==> config.mk <==
export PLATFORM = sky130hd
export DESIGN_NAME = dmsd_top
export DESIGN_NICKNAME = d
export VERILOG_FILES = /design/src/rtl/dmsd_pkg.sv /design/src/rtl/dmsd_shift_if.sv /design/src/rtl/dmsd_shifter.sv /design/src/rtl/dmsd_top.sv
export SDC_FILE = /design/constraint.sdc
export NUM_CORES = 1
export LEC_CHECK = 0
export BUFFER_PORTS_ARGS = -buffer_cell sky130_fd_sc_hd__buf_2
export CAP_MARGIN = 20
export CELL_PAD_IN_SITES_DETAIL_PLACEMENT = 0
export CELL_PAD_IN_SITES_GLOBAL_PLACEMENT = 1
export CORE_MARGIN = 1.5
export CORE_UTILIZATION = 50
export CTS_BUF_LIST = sky130_fd_sc_hd__clkbuf_8 sky130_fd_sc_hd__clkbuf_16
export DETAILED_ROUTE_END_ITERATION = 8
export PLACE_DENSITY = 0.83
export SLEW_MARGIN = 15
export SYNTH_ARGS = -nofsm -noshare
export SYNTH_HDL_FRONTEND = slang
export SYNTH_SLANG_ARGS = --single-unit
==> constraint.sdc <==
create_clock -name clk_i -period 6.6 [get_ports clk_i]
set_input_delay 1.32 -clock clk_i [delete_from_list [all_inputs] [get_ports clk_i]]
set_output_delay 1.32 -clock clk_i [all_outputs]
set_load 0.02 [all_outputs]
==> src/rtl/dmsd_pkg.sv <==
// Operation
// - no saturation: overflowed sum wraps in accumulator
// - saturation: overflow clamps to most positive/negative
// - set/clear/status-load instructions write saturation bit
// - product shift mode 00 passes product unshifted
// - mode 01 shifts product left one, zero fill
// - mode 10 shifts product left four, zero fill
// - mode 11 shifts product right six, sign fill
// - shift affects output path, not stored product
// - product mode set by instructions, reset to zero
// - sign-extension bit selects sign or zero upper fill
// - suppressed-extension add always zero fills upper bits
// - sign-extension bit set/clear/loaded, reset to one
// - test flag set by bit-test, compare, normalize
// - conditional decisions follow the test flag
// - external flag drives pin, set/clear, reset one
// - scaler maps 16-bit operand to 32 bits combinationally
// - scaler shifts left 0 to 16, zero low fill
// - shift count from instruction or operand register
// - multiplier forms 32-bit product in one cycle
// - multiplies signed except the unsigned multiply
// - 16-bit operand register, 32-bit product register
`default_nettype none
package dmsd_pkg;
   // register byte offsets on the apb bus
   localparam logic [7:0] OFS_STATUS = 8'h00;
   localparam logic [7:0] OFS_OPERAND = 8'h04;
   localparam logic [7:0] OFS_CMD = 8'h08;
   localparam logic [7:0] OFS_MULT_OP = 8'h0c;
   localparam logic [7:0] OFS_PROD_RAW = 8'h10;
   localparam logic [7:0] OFS_PROD_SHIFTED = 8'h14;
   localparam logic [7:0] OFS_ACC = 8'h18;
   localparam logic [7:0] OFS_SCALED = 8'h1c;
   localparam logic [7:0] OFS_AUX = 8'h20;
   localparam logic [7:0] OFS_DECISION = 8'h24;

   // status word field positions
   localparam int POS_PM = 0;
   localparam int POS_XF = 4;
   localparam int POS_SXM = 10;
   localparam int POS_TC = 11;
   localparam int POS_SAT = 12;
   localparam int POS_OVF = 13;

   // command word field positions
   localparam int POS_OPCODE = 0;
   localparam int POS_ARG = 4;

   // values after reset
   localparam logic [1:0] RST_PM = 2'h0;
   localparam logic RST_SXM = 1'b1;
   localparam logic RST_XF = 1'b1;
   localparam logic RST_SAT = 1'b0;
   localparam logic RST_TC = 1'b0;

   // datapath constants
   localparam logic [4:0] MAX_SHIFT = 5'h10;
   localparam logic [31:0] SAT_POS = 32'h7fffffff;
   localparam logic [31:0] SAT_NEG = 32'h80000000;

   // flag selectors for set/clear instructions
   localparam logic [1:0] FLG_SAT = 2'h0;
   localparam logic [1:0] FLG_SXM = 2'h1;
   localparam logic [1:0] FLG_TC = 2'h2;
   localparam logic [1:0] FLG_XF = 2'h3;

   // auxiliary compare conditions
   localparam logic [1:0] CMP_EQ = 2'h0;
   localparam logic [1:0] CMP_LT = 2'h1;
   localparam logic [1:0] CMP_GT = 2'h2;
   localparam logic [1:0] CMP_NE = 2'h3;

   typedef enum logic [3:0] {
      OP_NOP = 4'h0,
      OP_SET_FLAG = 4'h1,
      OP_CLR_FLAG = 4'h2,
      OP_SET_PM = 4'h3,
      OP_LOAD_MULT = 4'h4,
      OP_MPY = 4'h5,
      OP_UNSIGNED_MULTIPLY_INSTRUCTION = 4'h6,
      OP_ADD_SHIFT = 4'h7,
      OP_ADD_NOEXT = 4'h8,
      OP_ADD_BY_MULT = 4'h9,
      OP_ADD_PROD = 4'ha,
      OP_BIT_TEST = 4'hb,
      OP_AUX_CMP = 4'hc,
      OP_NORMALIZE = 4'hd,
      OP_COND = 4'he
   } dmsd_op_e;
endpackage
`default_nettype wire

==> src/rtl/dmsd_shift_if.sv <==
`default_nettype none
// carries operands to the shifter and its results back, all combinational
interface dmsd_shift_if;
   logic [15:0] operand;
   logic [4:0] count;
   logic sext;
   logic [31:0] product_register;
   logic [1:0] pm;
   logic [31:0] scaled;
   logic [31:0] pscaled;
   modport core (output operand, count, sext, product_register, pm, input scaled, pscaled);
   modport shifter (input operand, count, sext, product_register, pm, output scaled, pscaled);
endinterface
`default_nettype wire

==> src/rtl/dmsd_shifter.sv <==
`default_nettype none
module dmsd_shifter (
   // link to the core
   dmsd_shift_if.shifter sh
);
   logic [31:0] ext_w;
   logic [4:0] cnt_w;

   // upper half fill chosen by the effective sign mode
   assign ext_w = {{16{sh.sext & sh.operand[15]}}, sh.operand};
   // counts above the top are held at sixteen
   assign cnt_w = (sh.count > dmsd_pkg::MAX_SHIFT) ? dmsd_pkg::MAX_SHIFT : sh.count;
   // pure logic, so the scaled word reaches the adder in the same cycle
   assign sh.scaled = ext_w << cnt_w;

   // product output shifter; it only reads the product, never writes it back
   always_comb begin
      case (sh.pm)
         2'h0: sh.pscaled = sh.product_register;
         2'h1: sh.pscaled = {sh.product_register[30:0], 1'b0};
         2'h2: sh.pscaled = {sh.product_register[27:0], 4'h0};
         2'h3: sh.pscaled = {{6{sh.product_register[31]}}, sh.product_register[31:6]};
         default: sh.pscaled = sh.product_register;
      endcase
   end
endmodule
`default_nettype wire

==> src/rtl/dmsd_top.sv <==
// Chosen here: the placing of the registers and the APB interface to the registers.
`default_nettype none
module dmsd_top (
   // clock and reset
   input wire logic clk_i,
   input wire logic rstn_i,
   // apb slave
   input wire logic psel_i,
   input wire logic penable_i,
   input wire logic pwrite_i,
   input wire logic [7:0] paddr_i,
   input wire logic [31:0] pwdata_i,
   output logic [31:0] prdata_o,
   output logic pready_o,
   output logic pslverr_o,
   // flags toward the rest of the core and the pin
   output logic xf_o,
   output logic test_flag_o
);
   // saturating or wrapping add; returns {overflow, result}
   function automatic logic [32:0] sat_add(input logic [31:0] a, input logic [31:0] b,
                                           input logic sat);
      logic [31:0] s;
      logic ovf;
      s = a + b;
      ovf = (a[31] == b[31]) && (s[31] != a[31]);
      if (ovf && sat) begin
         s = a[31] ? dmsd_pkg::SAT_NEG : dmsd_pkg::SAT_POS;
      end
      return {ovf, s};
   endfunction

   // address decode, shared by write enable and error answer
   function automatic logic addr_hit(input logic [7:0] a);
      case (a)
         dmsd_pkg::OFS_STATUS, dmsd_pkg::OFS_OPERAND, dmsd_pkg::OFS_CMD,
         dmsd_pkg::OFS_MULT_OP, dmsd_pkg::OFS_PROD_RAW, dmsd_pkg::OFS_PROD_SHIFTED,
         dmsd_pkg::OFS_ACC, dmsd_pkg::OFS_SCALED, dmsd_pkg::OFS_AUX,
         dmsd_pkg::OFS_DECISION: addr_hit = 1'b1;
         default: addr_hit = 1'b0;
      endcase
   endfunction

   logic [1:0] rst_sync_r;
   logic rstn;
   logic pready_r;
   logic [31:0] prdata_r;
   logic pslverr_r;
   logic [31:0] rd_data;
   logic commit;
   logic wr;
   logic sat_r;
   logic sxm_r;
   logic xf_r;
   logic tc_r;
   logic ovf_r;
   logic decision_r;
   logic [1:0] pm_r;
   logic [15:0] operand_r;
   logic [15:0] mult_op_r;
   logic [31:0] product_register_r;
   logic [31:0] acc_r;
   logic [15:0] aux_sel_r;
   logic [15:0] aux_zero_r;
   logic [31:0] status_w;
   logic cmd_go;
   logic stat_go;
   dmsd_pkg::dmsd_op_e op;
   logic [4:0] arg;
   logic acc_add;
   logic [31:0] acc_rhs;
   logic [32:0] sum_w;
   logic [31:0] product_w;
   logic mul_sgn;
   logic [31:0] mul_a;
   logic [31:0] mul_b;
   logic tc_hit;
   logic tc_touch;

   dmsd_shift_if sh ();

   // reset released through two flops; assertion stays asynchronous
   always_ff @(posedge clk_i or negedge rstn_i) begin
      if (!rstn_i) begin
         rst_sync_r <= 2'h0;
      end else begin
         rst_sync_r <= {rst_sync_r[0], 1'b1};
      end
   end
   assign rstn = rst_sync_r[1];

   // apb: one wait state, answer registered so outputs come from flops
   assign commit = psel_i & penable_i & pready_r;
   assign wr = commit & pwrite_i & addr_hit(paddr_i);

   always_ff @(posedge clk_i or negedge rstn) begin
      if (!rstn) begin
         pready_r <= 1'b0;
         pslverr_r <= 1'b0;
         prdata_r <= 32'h0;
      end else begin
         pready_r <= psel_i & penable_i & ~pready_r;
         if (psel_i & penable_i & ~pready_r) begin
            pslverr_r <= ~addr_hit(paddr_i);
            prdata_r <= pwrite_i ? 32'h0 : rd_data;
         end else begin
            pslverr_r <= 1'b0;
            prdata_r <= 32'h0;
         end
      end
   end

   // status word image, unused bits read as zero
   always_comb begin
      status_w = 32'h0;
      status_w[dmsd_pkg::POS_PM +: 2] = pm_r;
      status_w[dmsd_pkg::POS_XF] = xf_r;
      status_w[dmsd_pkg::POS_SXM] = sxm_r;
      status_w[dmsd_pkg::POS_TC] = tc_r;
      status_w[dmsd_pkg::POS_SAT] = sat_r;
      status_w[dmsd_pkg::POS_OVF] = ovf_r;
   end

   // read mux; unmapped addresses read zero and also flag an error
   always_comb begin
      case (paddr_i)
         dmsd_pkg::OFS_STATUS: rd_data = status_w;
         dmsd_pkg::OFS_OPERAND: rd_data = {16'h0, operand_r};
         dmsd_pkg::OFS_MULT_OP: rd_data = {16'h0, mult_op_r};
         dmsd_pkg::OFS_PROD_RAW: rd_data = product_register_r;
         dmsd_pkg::OFS_PROD_SHIFTED: rd_data = sh.pscaled;
         dmsd_pkg::OFS_ACC: rd_data = acc_r;
         dmsd_pkg::OFS_SCALED: rd_data = sh.scaled;
         dmsd_pkg::OFS_AUX: rd_data = {aux_zero_r, aux_sel_r};
         dmsd_pkg::OFS_DECISION: rd_data = {31'h0, decision_r};
         default: rd_data = 32'h0;
      endcase
   end

   // command decode; a command executes on the completing write edge
   assign cmd_go = wr && (paddr_i == dmsd_pkg::OFS_CMD);
   assign stat_go = wr && (paddr_i == dmsd_pkg::OFS_STATUS);
   assign op = dmsd_pkg::dmsd_op_e'(pwdata_i[dmsd_pkg::POS_OPCODE +: 4]);
   assign arg = pwdata_i[dmsd_pkg::POS_ARG +: 5];

   // shifter inputs: count from the instruction or from the operand register
   assign sh.operand = operand_r;
   assign sh.count = (cmd_go && op == dmsd_pkg::OP_ADD_BY_MULT) ?
                     {1'b0, mult_op_r[3:0]} : arg;
   assign sh.sext = sxm_r & ~(cmd_go && op == dmsd_pkg::OP_ADD_NOEXT);
   assign sh.product_register = product_register_r;
   assign sh.pm = pm_r;

   dmsd_shifter u_shifter (
      .sh(sh)
   );

   // multiplier: operands widened to 32 bits with sign or zero fill, so the low word
   // of one product serves both kinds without a second multiplier
   assign mul_sgn = (op != dmsd_pkg::OP_UNSIGNED_MULTIPLY_INSTRUCTION);
   assign mul_a = {{16{mul_sgn & mult_op_r[15]}}, mult_op_r};
   assign mul_b = {{16{mul_sgn & operand_r[15]}}, operand_r};
   assign product_w = mul_a * mul_b;

   // accumulator input select and saturating add
   always_comb begin
      acc_add = 1'b0;
      acc_rhs = 32'h0;
      if (cmd_go) begin
         case (op)
            dmsd_pkg::OP_ADD_SHIFT, dmsd_pkg::OP_ADD_NOEXT, dmsd_pkg::OP_ADD_BY_MULT: begin
               acc_add = 1'b1;
               acc_rhs = sh.scaled;
            end
            dmsd_pkg::OP_ADD_PROD: begin
               acc_add = 1'b1;
               acc_rhs = sh.pscaled;
            end
            default: begin
               acc_add = 1'b0;
               acc_rhs = 32'h0;
            end
         endcase
      end
   end
   assign sum_w = sat_add(acc_r, acc_rhs, sat_r);

   // accumulator: software load, add, or one normalize step
   always_ff @(posedge clk_i or negedge rstn) begin
      if (!rstn) begin
         acc_r <= 32'h0;
      end else if (wr && paddr_i == dmsd_pkg::OFS_ACC) begin
         acc_r <= pwdata_i;
      end else if (acc_add) begin
         acc_r <= sum_w[31:0];
      end else if (cmd_go && op == dmsd_pkg::OP_NORMALIZE && !(acc_r[31] ^ acc_r[30])) begin
         acc_r <= {acc_r[30:0], 1'b0};
      end
   end

   // sticky overflow, cleared only through a status load
   always_ff @(posedge clk_i or negedge rstn) begin
      if (!rstn) begin
         ovf_r <= 1'b0;
      end else if (acc_add && sum_w[32]) begin
         ovf_r <= 1'b1;
      end else if (stat_go) begin
         ovf_r <= pwdata_i[dmsd_pkg::POS_OVF];
      end
   end

   // saturation mode bit
   always_ff @(posedge clk_i or negedge rstn) begin
      if (!rstn) begin
         sat_r <= dmsd_pkg::RST_SAT;
      end else if (stat_go) begin
         sat_r <= pwdata_i[dmsd_pkg::POS_SAT];
      end else if (cmd_go && arg[1:0] == dmsd_pkg::FLG_SAT) begin
         if (op == dmsd_pkg::OP_SET_FLAG) begin
            sat_r <= 1'b1;
         end else if (op == dmsd_pkg::OP_CLR_FLAG) begin
            sat_r <= 1'b0;
         end
      end
   end

   // sign-extension mode bit, set after reset
   always_ff @(posedge clk_i or negedge rstn) begin
      if (!rstn) begin
         sxm_r <= dmsd_pkg::RST_SXM;
      end else if (stat_go) begin
         sxm_r <= pwdata_i[dmsd_pkg::POS_SXM];
      end else if (cmd_go && arg[1:0] == dmsd_pkg::FLG_SXM) begin
         if (op == dmsd_pkg::OP_SET_FLAG) begin
            sxm_r <= 1'b1;
         end else if (op == dmsd_pkg::OP_CLR_FLAG) begin
            sxm_r <= 1'b0;
         end
      end
   end

   // external flag bit, set after reset; drives the pin
   always_ff @(posedge clk_i or negedge rstn) begin
      if (!rstn) begin
         xf_r <= dmsd_pkg::RST_XF;
      end else if (stat_go) begin
         xf_r <= pwdata_i[dmsd_pkg::POS_XF];
      end else if (cmd_go && arg[1:0] == dmsd_pkg::FLG_XF) begin
         if (op == dmsd_pkg::OP_SET_FLAG) begin
            xf_r <= 1'b1;
         end else if (op == dmsd_pkg::OP_CLR_FLAG) begin
            xf_r <= 1'b0;
         end
      end
   end

   // product shift mode, cleared by reset
   always_ff @(posedge clk_i or negedge rstn) begin
      if (!rstn) begin
         pm_r <= dmsd_pkg::RST_PM;
      end else if (stat_go) begin
         pm_r <= pwdata_i[dmsd_pkg::POS_PM +: 2];
      end else if (cmd_go && op == dmsd_pkg::OP_SET_PM) begin
         pm_r <= arg[1:0];
      end
   end

   // test flag condition for the three instructions that evaluate it
   always_comb begin
      tc_touch = 1'b0;
      tc_hit = 1'b0;
      if (cmd_go) begin
         case (op)
            dmsd_pkg::OP_BIT_TEST: begin
               tc_touch = 1'b1;
               tc_hit = operand_r[4'hf - mult_op_r[3:0]]; // bit 0 of the count is the msb
            end
            dmsd_pkg::OP_AUX_CMP: begin
               tc_touch = 1'b1;
               case (arg[1:0])
                  dmsd_pkg::CMP_EQ: tc_hit = (aux_sel_r == aux_zero_r);
                  dmsd_pkg::CMP_LT: tc_hit = (aux_sel_r < aux_zero_r);
                  dmsd_pkg::CMP_GT: tc_hit = (aux_sel_r > aux_zero_r);
                  dmsd_pkg::CMP_NE: tc_hit = (aux_sel_r != aux_zero_r);
                  default: tc_hit = 1'b0;
               endcase
            end
            dmsd_pkg::OP_NORMALIZE: begin
               tc_touch = 1'b1;
               tc_hit = acc_r[31] ^ acc_r[30];
            end
            default: begin
               tc_touch = 1'b0;
               tc_hit = 1'b0;
            end
         endcase
      end
   end

   // test flag; only one apb write lands per edge, so updates never collide
   always_ff @(posedge clk_i or negedge rstn) begin
      if (!rstn) begin
         tc_r <= dmsd_pkg::RST_TC;
      end else if (stat_go) begin
         tc_r <= pwdata_i[dmsd_pkg::POS_TC];
      end else if (tc_touch) begin
         tc_r <= tc_hit;
      end else if (cmd_go && arg[1:0] == dmsd_pkg::FLG_TC) begin
         if (op == dmsd_pkg::OP_SET_FLAG) begin
            tc_r <= 1'b1;
         end else if (op == dmsd_pkg::OP_CLR_FLAG) begin
            tc_r <= 1'b0;
         end
      end
   end

   // conditional decision: taken when test flag equals the asked polarity
   always_ff @(posedge clk_i or negedge rstn) begin
      if (!rstn) begin
         decision_r <= 1'b0;
      end else if (cmd_go && op == dmsd_pkg::OP_COND) begin
         decision_r <= (tc_r == arg[0]);
      end
   end

   // operand, multiplier operand and auxiliary registers
   always_ff @(posedge clk_i or negedge rstn) begin
      if (!rstn) begin
         operand_r <= 16'h0;
         mult_op_r <= 16'h0;
         aux_sel_r <= 16'h0;
         aux_zero_r <= 16'h0;
      end else begin
         if (wr && paddr_i == dmsd_pkg::OFS_OPERAND) begin
            operand_r <= pwdata_i[15:0];
         end
         if (wr && paddr_i == dmsd_pkg::OFS_MULT_OP) begin
            mult_op_r <= pwdata_i[15:0];
         end else if (cmd_go && op == dmsd_pkg::OP_LOAD_MULT) begin
            mult_op_r <= operand_r;
         end
         if (wr && paddr_i == dmsd_pkg::OFS_AUX) begin
            aux_sel_r <= pwdata_i[15:0];
            aux_zero_r <= pwdata_i[31:16];
         end
      end
   end

   // product register: loaded in the command's own cycle, never shifted in place
   always_ff @(posedge clk_i or negedge rstn) begin
      if (!rstn) begin
         product_register_r <= 32'h0;
      end else if (cmd_go && (op == dmsd_pkg::OP_MPY || op == dmsd_pkg::OP_UNSIGNED_MULTIPLY_INSTRUCTION)) begin
         product_register_r <= product_w;
      end
   end

   // outputs straight from flops
   assign prdata_o = prdata_r;
   assign pready_o = pready_r;
   assign pslverr_o = pslverr_r;
   assign xf_o = xf_r;
   assign test_flag_o = tc_r;
endmodule
`default_nettype wire

==> out/results.txt <==
CP peak stage delay -> 590 ps
Drt total wl -> 78610 um
Outcome -> finished, final reports clean
Number of H-tree levels -> 4
Fin. max-slew vios -> 0
Gr usage total -> 33.78%
Via density -> 6.010
Peak Freq -> 152.3 MHz
Vias in the first global route -> 20908
Global-route wire length before repair -> 120700 um
Area delta synth->final -> 20.55%
Num CTS Buffers -> 17
Chip height -> 215.6 um
Power consumption -> 2.335 mW
Sink Count -> 172
Final Setup Violations -> 0
WP data required -> 6940 ps
Root Buffer -> clkbuf_16
Initial Util -> 50.89%
RSZ-0062 raised after global routing -> yes
Antenna-violating nets left -> 0
Psw -> 0.5791 mW
Internal Power -> 1.755 mW
Pwr per Cell Area -> 85.68 nW/um2
Switching share of power -> 24.81%
Filler Cell Count -> 3841
Most frequent cells in the layout -> nand2_1 (320), buf_4 (312), inv_1 (304)
Row cnt -> 77
Longest Clk Path Bufs -> 2
Critical Path Sink -> acc_r[17]$_DFFE_PN0P_
Yosys warnings -> 0
Fin. Hold Viols -> 0
DR WL/cell -> 23.18 um
Reg2reg start -> operand_r[2]$_DFFE_PN0P_
Final Skew -> 13.00 ps
Initial antenna violation count -> 2
Fraction of registers with async set/reset -> 100.0%
Routed via count -> 20381
Netlist cell types -> 73
Setup crit start -> pwdata_i[1]
#FFs+latches synth -> 172
Register-to-register setup slack -> 380 ps
MaxCap Viol Count -> 0
Critical path peak fanout -> 6
Worst setup EP type -> register
CP Depth -> 26
HP Class -> register to async pin
Worst Reg2Reg Path Length in Cells -> 24
Tmin final -> 6565 ps
Maximum VDD drop -> 202.1 uV
Seq/Total Area, Yosys -> 19.05%
Sequential share of power -> 45.5%
Grt ovf -> 0
Worst Path Buf+Inv -> 7
Kind of critical path -> input pin to register
Layout cell share with drive strength beyond 1 -> 24.62%
Synth Flop Type -> dfrtp_1
Design area -> 27250 um2
CTS tree -> built
Crit start category -> input pin
P_leak -> 12.40 nW
Cells after synthesis -> 2516
Clock-pin slew on the worst setup and hold paths -> 70 ps
Worst Path Arrival -> 6910 ps
Largest net degree at the start of global routing -> 71
Final HPWL DP -> 62210 um
Clock share of power -> 46.6%
# DRC -> 0
Period utilisation layout -> 99.46%
Reg2reg end -> product_register_r[28]$_DFFE_PN0P_
Most used cell along the critical path -> buf_4
Slew of the pin with the lowest slew margin -> 926.9 ps
Pre-CTS WS -> -697.8 ps
Family with the most delay on the worst path -> compound AO/OA/AOI/OAI gates
Initial DRC Count -> 2253
Clk_lat worst skew -> 460 ps
Mapped Area -> 22600 um2
Placer Congestion -> 1.012
Initial DRT Pass Iterations -> 6
Slowest-stage cell, CP -> or4_4
Most common cell after layout, fill and taps aside -> nand2_1
Area after DPL -> 25710 um2
Number of top-level pins -> 81
Final #Nets -> 3242
Die X -> 215.6 um
Slew HR -> 38.21%
Avg Cell Area, Syn -> 8.983 um2
Core Region -> 44410 um2
IO buf count -> 80
Power share of the combinational group -> 8.0%
Die Area -> 46490 um2
Final WS setup -> 35.42 ps
Syn nets -> 2973
Post-synth EDFFs -> 0
-- synthesized netlist by cell type, types with 9 or more instances --
cell type | number | area, um2
nand2_1 | 329 | 1235
inv_1 | 311 | 1167
fa_1 | 283 | 5665
dfrtp_1 | 170 | 4254
clkbuf_1 | 146 | 548.0
nor2_1 | 137 | 514.2
and2_1 | 131 | 819.5
ha_1 | 129 | 1614
a21oi_1 | 103 | 515.5
o21ai_0 | 99 | 495.5
a31oi_1 | 48 | 300.3
mux2i_1 | 48 | 480.5
a221oi_1 | 43 | 376.6
xnor2_1 | 41 | 359.1
mux2_2 | 39 | 439.2
a22oi_1 | 38 | 285.3
mux4_2 | 32 | 720.7
xor2_1 | 28 | 245.2
o21ai_1 | 27 | 135.1
nand2b_1 | 25 | 156.4
o22ai_1 | 25 | 156.4
a21o_1 | 24 | 180.2
nor3_1 | 24 | 120.1
a222oi_1 | 22 | 220.2
nand3_1 | 20 | 100.1
a22o_1 | 19 | 166.4
a211oi_1 | 17 | 127.6
or2_2 | 17 | 106.4
nor2b_1 | 16 | 100.1
and3_1 | 15 | 93.84
o21a_1 | 10 | 75.07
or3_1 | 9 | 56.30
-- logic make-up (layout without fill, tap and decap cells) --
kind of cell | count (synthesis) | after routing | synth area share [%]
other cells | 1 | 2 | 0.01659
simple gates | 749 | 749 | 15.47
compound gates | 517 | 517 | 15.09
buf+inv | 473 | 754 | 7.966
mux | 123 | 124 | 7.529
xor+xnor | 69 | 69 | 2.674
flops | 172 | 172 | 19.05
fa+ha+maj | 412 | 412 | 32.21
-- how the worst min path moves through the flow --
stage | start | endpoint | slack, ps | cells past startpoint
5_1_grt | rst_sync_r[1]$_DFF_PN0_ | prdata_o[3]$_DFF_PN0_ | 330 | 0
3_3_place_gp | rst_sync_r[1]$_DFF_PN0_ | pready_o$_DFF_PN0_ | 290 | 0
2_1_floorplan | rst_sync_r[0]$_DFF_PN0_ | rst_sync_r[1]$_DFF_PN0_ | 330 | 0
6_report | rst_sync_r[1]$_DFF_PN0_ | acc_r[2]$_DFFE_PN0P_ | 280 | 0
4_1_cts | rst_sync_r[1]$_DFF_PN0_ | prdata_o[3]$_DFF_PN0_ | 300 | 0
3_5_place_dp | rst_sync_r[1]$_DFF_PN0_ | prdata_o[3]$_DFF_PN0_ | 290 | 0
-- metrics by stage --
| stage | instances | utilization (%) | hold slack [ps] | TNS, ps |
|---|---|---|---|---|
| floorplan | 2516 | - | 331.2 | -624.4 |
| CTS | 3364 | 59.41 | 297.3 | 0 |
| global route | 3390 | 61.34 | 325.7 | -1359 |
| finish | 3391 | 61.35 | 278.7 | 0 |
| global placement | 3332 | 57.88 | 289.7 | -19210 |
| detailed placement | 3332 | 57.88 | 292.5 | -22120 |
-- per-layer routing --
layer,global-route usage (%),routed length [um],up-vias
met5,0,12,-
met4,14.85,3785,2
met3,5.497,6552,218
met2,53.60,36020,996
met1,45.76,32240,10174
li1,-,-,8991
-- layout make-up --
type | count | area [um2] | share of cell area [%]
clock buffers | 20 | 466.7 | 1.713
multi-input cells | 1872 | 17320 | 63.56
repair buffers | 411 | 3073 | 11.28
inverters | 311 | 1175 | 4.312
clock inverters | 12 | 158.9 | 0.5832
diodes | 1 | 2.502 | 0.009184
flip-flops and latches | 172 | 4312 | 15.82
well taps | 592 | 740.7 | 2.718
-- repair_timing --
action	in CTS	in global routing
hold buffers	0	0
cloned	0	7
endpoints found under the setup margin	31	42
pin swaps	3	27
buffers inserted	0	19
resized for setup	13	149
-- power groups by stage --
stage | clock network, mW | logic, mW | registers [mW]
after floorplan | 0 | 0.0630 | 1.09
after global placement | 0 | 0.158 | 1.08
after detailed placement | 0 | 0.159 | 1.08
after CTS | 1.10 | 0.161 | 1.06
after global routing | 1.15 | 0.196 | 1.06
final | 1.09 | 0.186 | 1.06
-- flip-flops by register name (all words and copies together) (netlist names), 2 cells and up --
register            count
acc_r                  32
prdata_o               32
product_register_r     32
aux_sel_r              16
aux_zero_r             16
mult_op_r              16
operand_r              16
pm_r                    2
rst_sync_r              2
Power figures use the tool's default switching activity.
